[config.mk]
export PLATFORM = sky130hd
export DESIGN_NAME = soc_object_ctrl
export DESIGN_NICKNAME = d
export VERILOG_FILES = /design/src/design/soc_pkg.sv /design/src/design/soc_object_ctrl.sv
export SDC_FILE = /design/constraint.sdc
export NUM_CORES = 1
export LEC_CHECK = 0
export BUFFER_PORTS_ARGS = -buffer_cell sky130_fd_sc_hd__buf_2
export CELL_PAD_IN_SITES_DETAIL_PLACEMENT = 0
export CELL_PAD_IN_SITES_GLOBAL_PLACEMENT = 1
export CORE_MARGIN = 4
export CORE_UTILIZATION = 51
export CTS_CLUSTER_SIZE = 12
export DETAILED_ROUTE_END_ITERATION = 16
export GPL_ROUTABILITY_DRIVEN = 0
export PLACE_DENSITY = 0.87
export SYNTH_ARGS = -nofsm -noshare
export SYNTH_HDL_FRONTEND = slang
export SYNTH_SLANG_ARGS = --single-unit
[constraint.sdc]
create_clock -name clk -period 3.2 [get_ports clk]
set_input_delay 0.16 -clock clk [delete_from_list [all_inputs] [get_ports clk]]
set_output_delay 0.16 -clock clk [all_outputs]
set_load 0.01 [all_outputs]
[src/design/soc_pkg.sv]
// Purpose: Shared constants and types for the switchgear object control block.
// Assumes: One object per instance, register port with read data one cycle later.
// Notes: Register offsets are byte addresses of 32-bit words.
package soc_pkg;
  localparam int ADDR_W = 8;
  localparam int DATA_W = 32;
  localparam logic [7:0] REG_CTRL = 8'h00;
  localparam logic [7:0] REG_CMD = 8'h04;
  localparam logic [7:0] REG_STATUS = 8'h08;
  localparam logic [7:0] REG_NAME_IDX = 8'h0C;
  localparam logic [7:0] REG_NAME_DATA = 8'h10;
  localparam logic [7:0] REG_ID = 8'h14;
  // Control register fields.
  localparam int CTRL_TYPE_LSB = 0;
  localparam int CTRL_SINGLE_IN = 2;
  localparam int CTRL_REMOTE = 3;
  localparam int CTRL_SBO = 4;
  localparam int CTRL_USE_SYNC = 5;
  localparam int CTRL_READY_LSB = 6;
  localparam int CTRL_FORCE_EN = 8;
  localparam int CTRL_FORCE_LSB = 12;
  localparam logic [31:0] CTRL_RESET = 32'h0000_0009;
  // Command register fields.
  localparam int CMD_OPEN = 0;
  localparam int CMD_CLOSE = 1;
  localparam int CMD_SELECT = 2;
  // Status register fields.
  localparam int ST_POS_LSB = 0;
  localparam int ST_CART_LSB = 2;
  localparam int ST_OPEN_OK = 5;
  localparam int ST_CLOSE_OK = 6;
  localparam int ST_READY = 7;
  localparam int ST_SYNC = 8;
  localparam int ST_FSTATE_LSB = 12;
  localparam int NAME_LEN = 32;
  localparam int PULSE_NS = 1000;
  localparam int CLK_NS = 100;
  localparam int PULSE_CYC = (PULSE_NS + CLK_NS - 1) / CLK_NS;
  typedef enum logic [1:0] {OT_WD_BREAKER, OT_BREAKER, OT_DISC_MC, OT_DISC_GND} soc_type_e;
  typedef enum logic [1:0] {POS_MID, POS_OPEN, POS_CLOSED, POS_BAD} soc_pos_e;
  typedef enum logic [2:0] {CART_MID, CART_OUT, CART_IN, CART_BAD, CART_UNUSED} soc_cart_e;
  typedef enum logic [1:0] {RDY_OFF, RDY_HIGH, RDY_LOW} soc_ready_e;
endpackage

[src/design/soc_object_ctrl.sv]
// Purpose: Position decode, command gating and coil drive for one switchgear object.
// Assumes: Contact and push button inputs are asynchronous; automatic requests are on clk.
// Notes: Coil pulses have a fixed length; settings change on any control register write.
//
// Chosen here: the register offsets and strobed register access.
`timescale 1ns/100ps
module soc_object_ctrl #(
  parameter logic [31:0] ID_VALUE = 32'h0000_0A5A // Arbitrary identity value.
) (
  input wire logic clk,
  input wire logic rstn,
  input wire logic [soc_pkg::ADDR_W-1:0] addr,
  input wire logic [31:0] wdata,
  input wire logic wr,
  input wire logic rd,
  output logic [31:0] rdata,
  input wire logic pin_open_pos,
  input wire logic pin_closed_pos,
  input wire logic pin_cart_in,
  input wire logic pin_cart_out,
  input wire logic pin_ready,
  input wire logic pin_sync_ok,
  input wire logic pin_button_open,
  input wire logic pin_button_close,
  input wire logic panel_open,
  input wire logic panel_close,
  input wire logic auto_open,
  input wire logic auto_close,
  output logic coil_open,
  output logic coil_close,
  output logic [1:0] breaker_pos,
  output logic [2:0] cart_pos
);
  localparam int NP = 6;
  logic [NP-1:0] pins;
  logic [NP-1:0] sync1_q;
  logic [NP-1:0] sync2_q;
  logic [NP-1:0] sync3_q;
  assign pins = {pin_button_close, pin_button_open, pin_sync_ok, pin_ready, pin_cart_out, pin_cart_in};
  // Contact inputs pass two flops; a third stage gives button edges.
  // Push buttons act on their rising edge, so a held button gives one command.
  genvar g;
  generate
    for (g = 0; g < NP; g++) begin : g_sync
      always_ff @(posedge clk or negedge rstn) begin
        if (!rstn) begin
          sync1_q[g] <= 1'b0;
          sync2_q[g] <= 1'b0;
          sync3_q[g] <= 1'b0;
        end else begin
          sync1_q[g] <= pins[g];
          sync2_q[g] <= sync1_q[g];
          sync3_q[g] <= sync2_q[g];
        end
      end
    end
  endgenerate
  logic [1:0] pos1_q;
  logic [1:0] pos2_q;
  always_ff @(posedge clk or negedge rstn) begin
    if (!rstn) begin
      pos1_q <= 2'h0;
      pos2_q <= 2'h0;
    end else begin
      pos1_q <= {pin_closed_pos, pin_open_pos};
      pos2_q <= pos1_q;
    end
  end

  logic [31:0] ctrl_q;
  logic sel_open_q;
  logic sel_close_q;
  logic [1:0] sel_done_q;
  logic [7:0] name_q [soc_pkg::NAME_LEN];
  logic [4:0] name_idx_q;
  soc_pkg::soc_type_e obj_type;
  soc_pkg::soc_ready_e ready_mode;
  logic single_in;
  logic is_remote;
  logic sbo_mode;
  logic use_sync;
  logic force_en;
  logic [3:0] force_state;
  assign obj_type = soc_pkg::soc_type_e'(ctrl_q[soc_pkg::CTRL_TYPE_LSB +: 2]);
  assign ready_mode = soc_pkg::soc_ready_e'(ctrl_q[soc_pkg::CTRL_READY_LSB +: 2]);
  assign single_in = ctrl_q[soc_pkg::CTRL_SINGLE_IN];
  assign is_remote = ctrl_q[soc_pkg::CTRL_REMOTE];
  assign sbo_mode = ctrl_q[soc_pkg::CTRL_SBO];
  assign use_sync = ctrl_q[soc_pkg::CTRL_USE_SYNC];
  assign force_en = ctrl_q[soc_pkg::CTRL_FORCE_EN];
  assign force_state = ctrl_q[soc_pkg::CTRL_FORCE_LSB +: 4];

  // Position decode from synchronised contacts.
  // In single-input mode the closed contact is ignored and the open level is inverted.
  logic open_in;
  logic closed_in;
  logic cart_in_s;
  logic cart_out_s;
  soc_pkg::soc_pos_e pos_d;
  soc_pkg::soc_cart_e cart_d;
  assign open_in = pos2_q[0];
  assign closed_in = single_in ? ~pos2_q[0] : pos2_q[1];
  assign cart_in_s = sync2_q[0];
  assign cart_out_s = sync2_q[1];
  assign pos_d = (open_in && closed_in) ? soc_pkg::POS_BAD :
                 (!open_in && !closed_in) ? soc_pkg::POS_MID :
                 open_in ? soc_pkg::POS_OPEN : soc_pkg::POS_CLOSED;
  // A type without a cart never looks at its cart contacts.
  assign cart_d = (obj_type != soc_pkg::OT_WD_BREAKER) ? soc_pkg::CART_UNUSED :
                  (cart_in_s && cart_out_s) ? soc_pkg::CART_BAD :
                  (!cart_in_s && !cart_out_s) ? soc_pkg::CART_MID :
                  cart_in_s ? soc_pkg::CART_IN : soc_pkg::CART_OUT;

  // Close interlocks apply only to breaker types.
  logic is_breaker;
  logic ready_ok;
  logic sync_ok;
  logic open_allowed;
  logic close_allowed;
  assign is_breaker = (obj_type == soc_pkg::OT_WD_BREAKER) || (obj_type == soc_pkg::OT_BREAKER);
  assign ready_ok = (ready_mode == soc_pkg::RDY_HIGH) ? sync2_q[2] :
                    (ready_mode == soc_pkg::RDY_LOW) ? ~sync2_q[2] : 1'b1;
  assign sync_ok = use_sync ? sync2_q[3] : 1'b1;
  // An earthing switch is position indication only and never takes a command.
  assign open_allowed = (obj_type != soc_pkg::OT_DISC_GND);
  assign close_allowed = open_allowed && (!is_breaker || (ready_ok && sync_ok));

  // Command sources and local/remote gating.
  logic reg_cmd;
  logic rem_open;
  logic rem_close;
  logic loc_open;
  logic loc_close;
  logic req_open;
  logic req_close;
  assign reg_cmd = wr && (addr == soc_pkg::REG_CMD);
  assign rem_open = reg_cmd && wdata[soc_pkg::CMD_OPEN] && !wdata[soc_pkg::CMD_SELECT] &&
                    (!sbo_mode || sel_open_q);
  assign rem_close = reg_cmd && wdata[soc_pkg::CMD_CLOSE] && !wdata[soc_pkg::CMD_SELECT] &&
                     (!sbo_mode || sel_close_q);
  assign loc_open = panel_open || (sync2_q[4] && !sync3_q[4]);
  assign loc_close = panel_close || (sync2_q[5] && !sync3_q[5]);
  // Automatic requests bypass the local/remote switch; an open beats a close.
  assign req_open = auto_open || (is_remote ? rem_open : loc_open);
  assign req_close = !req_open && (auto_close || (is_remote ? rem_close : loc_close));

  // Register writes; settings are written whenever the control register is written.
  always_ff @(posedge clk or negedge rstn) begin
    if (!rstn) begin
      ctrl_q <= soc_pkg::CTRL_RESET;
      name_idx_q <= 5'h00;
    end else if (wr && addr == soc_pkg::REG_CTRL) begin
      ctrl_q <= wdata;
    end else if (wr && addr == soc_pkg::REG_NAME_IDX) begin
      name_idx_q <= wdata[4:0];
    end
  end
  // The name store has no reset; software fills it during setup.
  always_ff @(posedge clk) begin
    if (wr && addr == soc_pkg::REG_NAME_DATA) begin
      name_q[name_idx_q] <= wdata[7:0];
    end
  end

  // Selection is held until an execute or a new select arrives.
  // Any command write without the select bit clears a pending selection.
  always_ff @(posedge clk or negedge rstn) begin
    if (!rstn) begin
      sel_open_q <= 1'b0;
      sel_close_q <= 1'b0;
    end else if (reg_cmd) begin
      sel_open_q <= wdata[soc_pkg::CMD_SELECT] && wdata[soc_pkg::CMD_OPEN];
      sel_close_q <= wdata[soc_pkg::CMD_SELECT] && wdata[soc_pkg::CMD_CLOSE];
    end
  end

  // Coil pulses; an open request cuts a running close.
  logic [7:0] open_cnt_q;
  logic [7:0] close_cnt_q;
  logic do_open;
  logic do_close;
  logic open_busy;
  // A close is blocked while an open pulse still runs, so the two coils never drive together.
  assign open_busy = (open_cnt_q > 8'h01);
  assign do_open = req_open && open_allowed;
  assign do_close = req_close && close_allowed && !open_busy;
  always_ff @(posedge clk or negedge rstn) begin
    if (!rstn) begin
      open_cnt_q <= 8'h00;
      close_cnt_q <= 8'h00;
      coil_open <= 1'b0;
      coil_close <= 1'b0;
      sel_done_q <= 2'h0;
    end else begin
      if (do_open) begin
        open_cnt_q <= 8'(soc_pkg::PULSE_CYC);
        close_cnt_q <= 8'h00;
      end else begin
        open_cnt_q <= (open_cnt_q != 8'h00) ? open_cnt_q - 8'h01 : 8'h00;
        if (do_close) begin
          close_cnt_q <= 8'(soc_pkg::PULSE_CYC);
        end else if (close_cnt_q != 8'h00) begin
          close_cnt_q <= close_cnt_q - 8'h01;
        end
      end
      coil_open <= do_open || (open_cnt_q > 8'h01);
      coil_close <= !do_open && (do_close || (close_cnt_q > 8'h01));
      sel_done_q <= {req_close && !close_allowed, req_open && !open_allowed};
    end
  end

  // Status with optional forced value.
  // A refused request shows in the status word one cycle later, for as long as the request is held.
  logic [31:0] status_w;
  always_ff @(posedge clk or negedge rstn) begin
    if (!rstn) begin
      breaker_pos <= 2'h0;
      cart_pos <= 3'h0;
    end else begin
      breaker_pos <= pos_d;
      cart_pos <= cart_d;
    end
  end
  assign status_w = {16'h0000, (force_en ? force_state : 4'h0), 1'b0, sel_done_q, sync_ok,
                     ready_ok, close_allowed, open_allowed, cart_pos, breaker_pos};

  // Read data is zero outside the cycle that follows a read strobe.
  logic [31:0] rdata_d;
  assign rdata_d = (addr == soc_pkg::REG_CTRL) ? ctrl_q :
                   (addr == soc_pkg::REG_STATUS) ? status_w :
                   (addr == soc_pkg::REG_NAME_IDX) ? {27'h0, name_idx_q} :
                   (addr == soc_pkg::REG_NAME_DATA) ? {24'h0, name_q[name_idx_q]} :
                   (addr == soc_pkg::REG_CMD) ? {30'h0, sel_close_q, sel_open_q} :
                   (addr == soc_pkg::REG_ID) ? ID_VALUE : 32'h0000_0000;
  always_ff @(posedge clk or negedge rstn) begin
    if (!rstn) begin
      rdata <= 32'h0000_0000;
    end else begin
      rdata <= rd ? rdata_d : 32'h0000_0000;
    end
  end
endmodule

==> results.tsv <==
metric	value	unit
vias in the first global route	8605	
first-pass GRT wire length	51400	um
setup TNS	0	ns
number of synthesized flops with an enable pin	256	
post-route design area	0.0172	sq mm
sequential fraction of the synthesis area	0.726	
Top Family by Delay on Critical Path	flip-flops	
Netlist Area Pre-Place	0.0145	sq mm
Final ANT Viol Nets	0	
clock power share	0.398	
minimum clock period	2.70	ns
# H-tree levels	2	
WL final	33600	um
RSZ-0062 raised after global routing	no	
max cap viols	0	
Post-CTS Setup Repair Bufs	0	
Cells after DPL	1349	
number of remaining DRC errors	0	
cell taking the most area after synthesis	edfxtp_1	
Core ar.	0.0279	sq mm
fin crit share	0.844	
Die ar.	0.0312	sq mm
CP Launch Type	register	
CTS root buf	clkbuf_16	
worst slew pin tran	0.762	ns
clock sinks	370	
PostCTS Resize Cnt	0	
Synth warnings	0	
dpl ws	0.496	ns
wire per inst	23.3	um
Area Overhead vs Synth	18.4	%
crit path kind	reg -> reg	
maximum vdd ir drop	0.470	mV
Final Non-Filler Cells	1444	
Post-DP Area	0.0157	sq mm
Final Hold Viols	0	
Worst-path clk slew	0.06	ns
total track usage	0.215	
largest net degree at the start of global routing	60	
Max Slew Vio Count	0	
Async SR Flop Fraction	0.308	
sw frac	0.220	
fin nets	1105	
DP HPWL	21500	um
Die Ht	177	um
fillcell total	1991	
status	finished clean	
CP cell instances	buf_4 -> mux4_2 -> a221oi_1 -> o2111ai_1 -> a32o_1	
WP buf/inv	1	
Peak Freq	370	MHz
Initial DRC Count	1166	
Pint	0.00796	W
row count	61	
GR Overflow Total	0	
Setup WS post-layout	0.500	ns
slowest stage cell, crit path	dfrtp_4	
clk_lat worst skew	0.51	ns
clk_skew	0.0114	ns
combinational share of power	0.083	
Port Buffers	94	
most common cell after layout, fill and taps aside	edfxtp_1	
main flop type after synthesis	edfxtp_1	
floorplan die width	177	um
most frequent cells in the layout	edfxtp_1, dfrtp_1, buf_2	
Min-Delay Path Class	in -> reg	
initial antenna violation count	0	
via count	8502	
Cells after Synth	864	
area share of the largest cell type after synthesis	0.529	
CP max stage delay	0.87	ns
clock buffer depth	3	
io pins	95	
Finished Core Util	0.616	
share of layout cells above drive strength 1	0.275	
Pleak	6.45	nW
Reg power frac	0.519	
synthesized flop and latch total	370	
Sw Pwr	0.00225	W
syn_area_per_cell	16.8	sq um
CTS Buf Count	38	
Final setup viols	0	
endpoint class of the critical path	register	
Unique masters post-synth	62	
Pre-Repair DR Iteration Count	5	
largest cells by area after synthesis	edfxtp_1, dfrtp_1, mux4_2	
Crit path arrival time	3.09	ns
Vias/cell	5.89	
CP max FO	36	
PwrDens	594	mW/mm^2
CTS tree	done	
Worst slew margin	0.490	
diode count	0	
starting density of the core	0.520	
synthesized net count	924	
CP Data Required Time	3.59	ns
synth_stat cells (3+ instances only):
| library cell | n |
|---|---|
| a31oi_1 | 5 |
| o2111ai_1 | 5 |
| nand2b_1 | 11 |
| o21ai_0 | 12 |
| mux4_2 | 51 |
| a22oi_1 | 18 |
| inv_1 | 20 |
| edfxtp_1 | 256 |
| a32o_1 | 3 |
| mux2i_1 | 25 |
| a21oi_1 | 21 |
| mux2_1 | 7 |
| dfrtp_1 | 112 |
| and3_1 | 20 |
| xnor2_1 | 5 |
| nand3b_1 | 3 |
| nand4_1 | 10 |
| nor3_1 | 13 |
| nand2_1 | 37 |
| mux2_2 | 37 |
| ha_1 | 4 |
| o22ai_1 | 8 |
| nor2_1 | 71 |
| nor2b_1 | 16 |
| a22o_1 | 4 |
| clkbuf_1 | 20 |
| nand3_1 | 6 |
| buf_2 | 17 |
metrics by stage:
step           power (W)  hold slack [ns]
2_1_floorplan    0.00590           -0.136
3_3_place_gp     0.00618            0.249
3_5_place_dp     0.00620            0.250
4_1_cts           0.0103           0.0585
5_1_grt           0.0106           0.0757
6_report          0.0102           0.0742
power groups by stage:
stage / Combinational [W] / Clock (W) / Sequential, W
6_report: 0.000846 / 0.00407 / 0.00530
3_3_place_gp: 0.000790 / 0 / 0.00539
4_1_cts: 0.000843 / 0.00413 / 0.00530
2_1_floorplan: 0.000550 / 0 / 0.00535
3_5_place_dp: 0.000805 / 0 / 0.00539
5_1_grt: 0.000941 / 0.00434 / 0.00531
path summary, 6_finish.rpt:
path	startpoint	end	slack, ns	depth (start not counted)
max in group asynchronous	rstn	ctrl_q[3]	2.17	3
worst min-delay path	addr[1]	sel_close_q	0.07	3
worst max-delay path	name_idx_q[0]	rdata[1]	0.50	5
worst max register to register	name_idx_q[0]	rdata[1]	0.50	5
min in group asynchronous	rstn	rdata[10]	0.25	2
worst min register to register	sync1_q[2]	sync2_q[2]	0.35	0
cells by family after synthesis:
| kind of cell | synth area share |
|---|---|
| AOI/OAI and AO/OA | 0.0483 |
| muxes | 0.130 |
| and+or+nand+nor | 0.0707 |
| buffers and inverters | 0.0175 |
| adders and majority gates | 0.00345 |
| xor gates and xnor gates | 0.00362 |
| DFF | 0.726 |
what timing repair did:
action                     4_1_cts  5_1_grt
setup endpoints to repair        0        0
hold buffers                    34        0
hold endpoints to repair        88        0
tightest hold or removal path, cell delays in order:
cell     delay, ns
buf_2         0.16
nor4_4        0.09
o21ai_0       0.13
registers in the layout, indices dropped and copies added (netlist names):
register,cells
ctrl_q,32
sel_open_q,1
close_cnt_q,8
breaker_pos,2
pos1_q,2
coil_open,1
sync3_q,2
pos2_q,2
name_q,256
cart_out_s,1
sel_done_q,2
name_idx_q,5
open_cnt_q,8
sync2_q,4
rdata,32
coil_close,1
cart_pos,3
sync1_q,6
sel_close_q,1
cart_in_s,1
layer usage:
| metal | up-vias | global-route usage | wire, um |
|---|---|---|---|
| met5 | - | 0 | 0 |
| met3 | 63 | 0.0489 | 3410 |
| met2 | 504 | 0.332 | 15800 |
| met4 | 0 | 0.0567 | 716 |
| li1 | 3698 | - | - |
| met1 | 4237 | 0.314 | 13700 |
cell type report:
class	count	area, sq um	area share
Inverter	20	75.1	0.00437
Timing Repair Buffer	181	1240	0.0719
Clock inverter	5	22.5	0.00131
Multi-Input combinational cell	434	3720	0.217
Sequential cell	370	10600	0.614
Clock buffer	56	1110	0.0647
Tap cell	378	473	0.0275
Note: power is estimated with default switching activity, not from simulation.
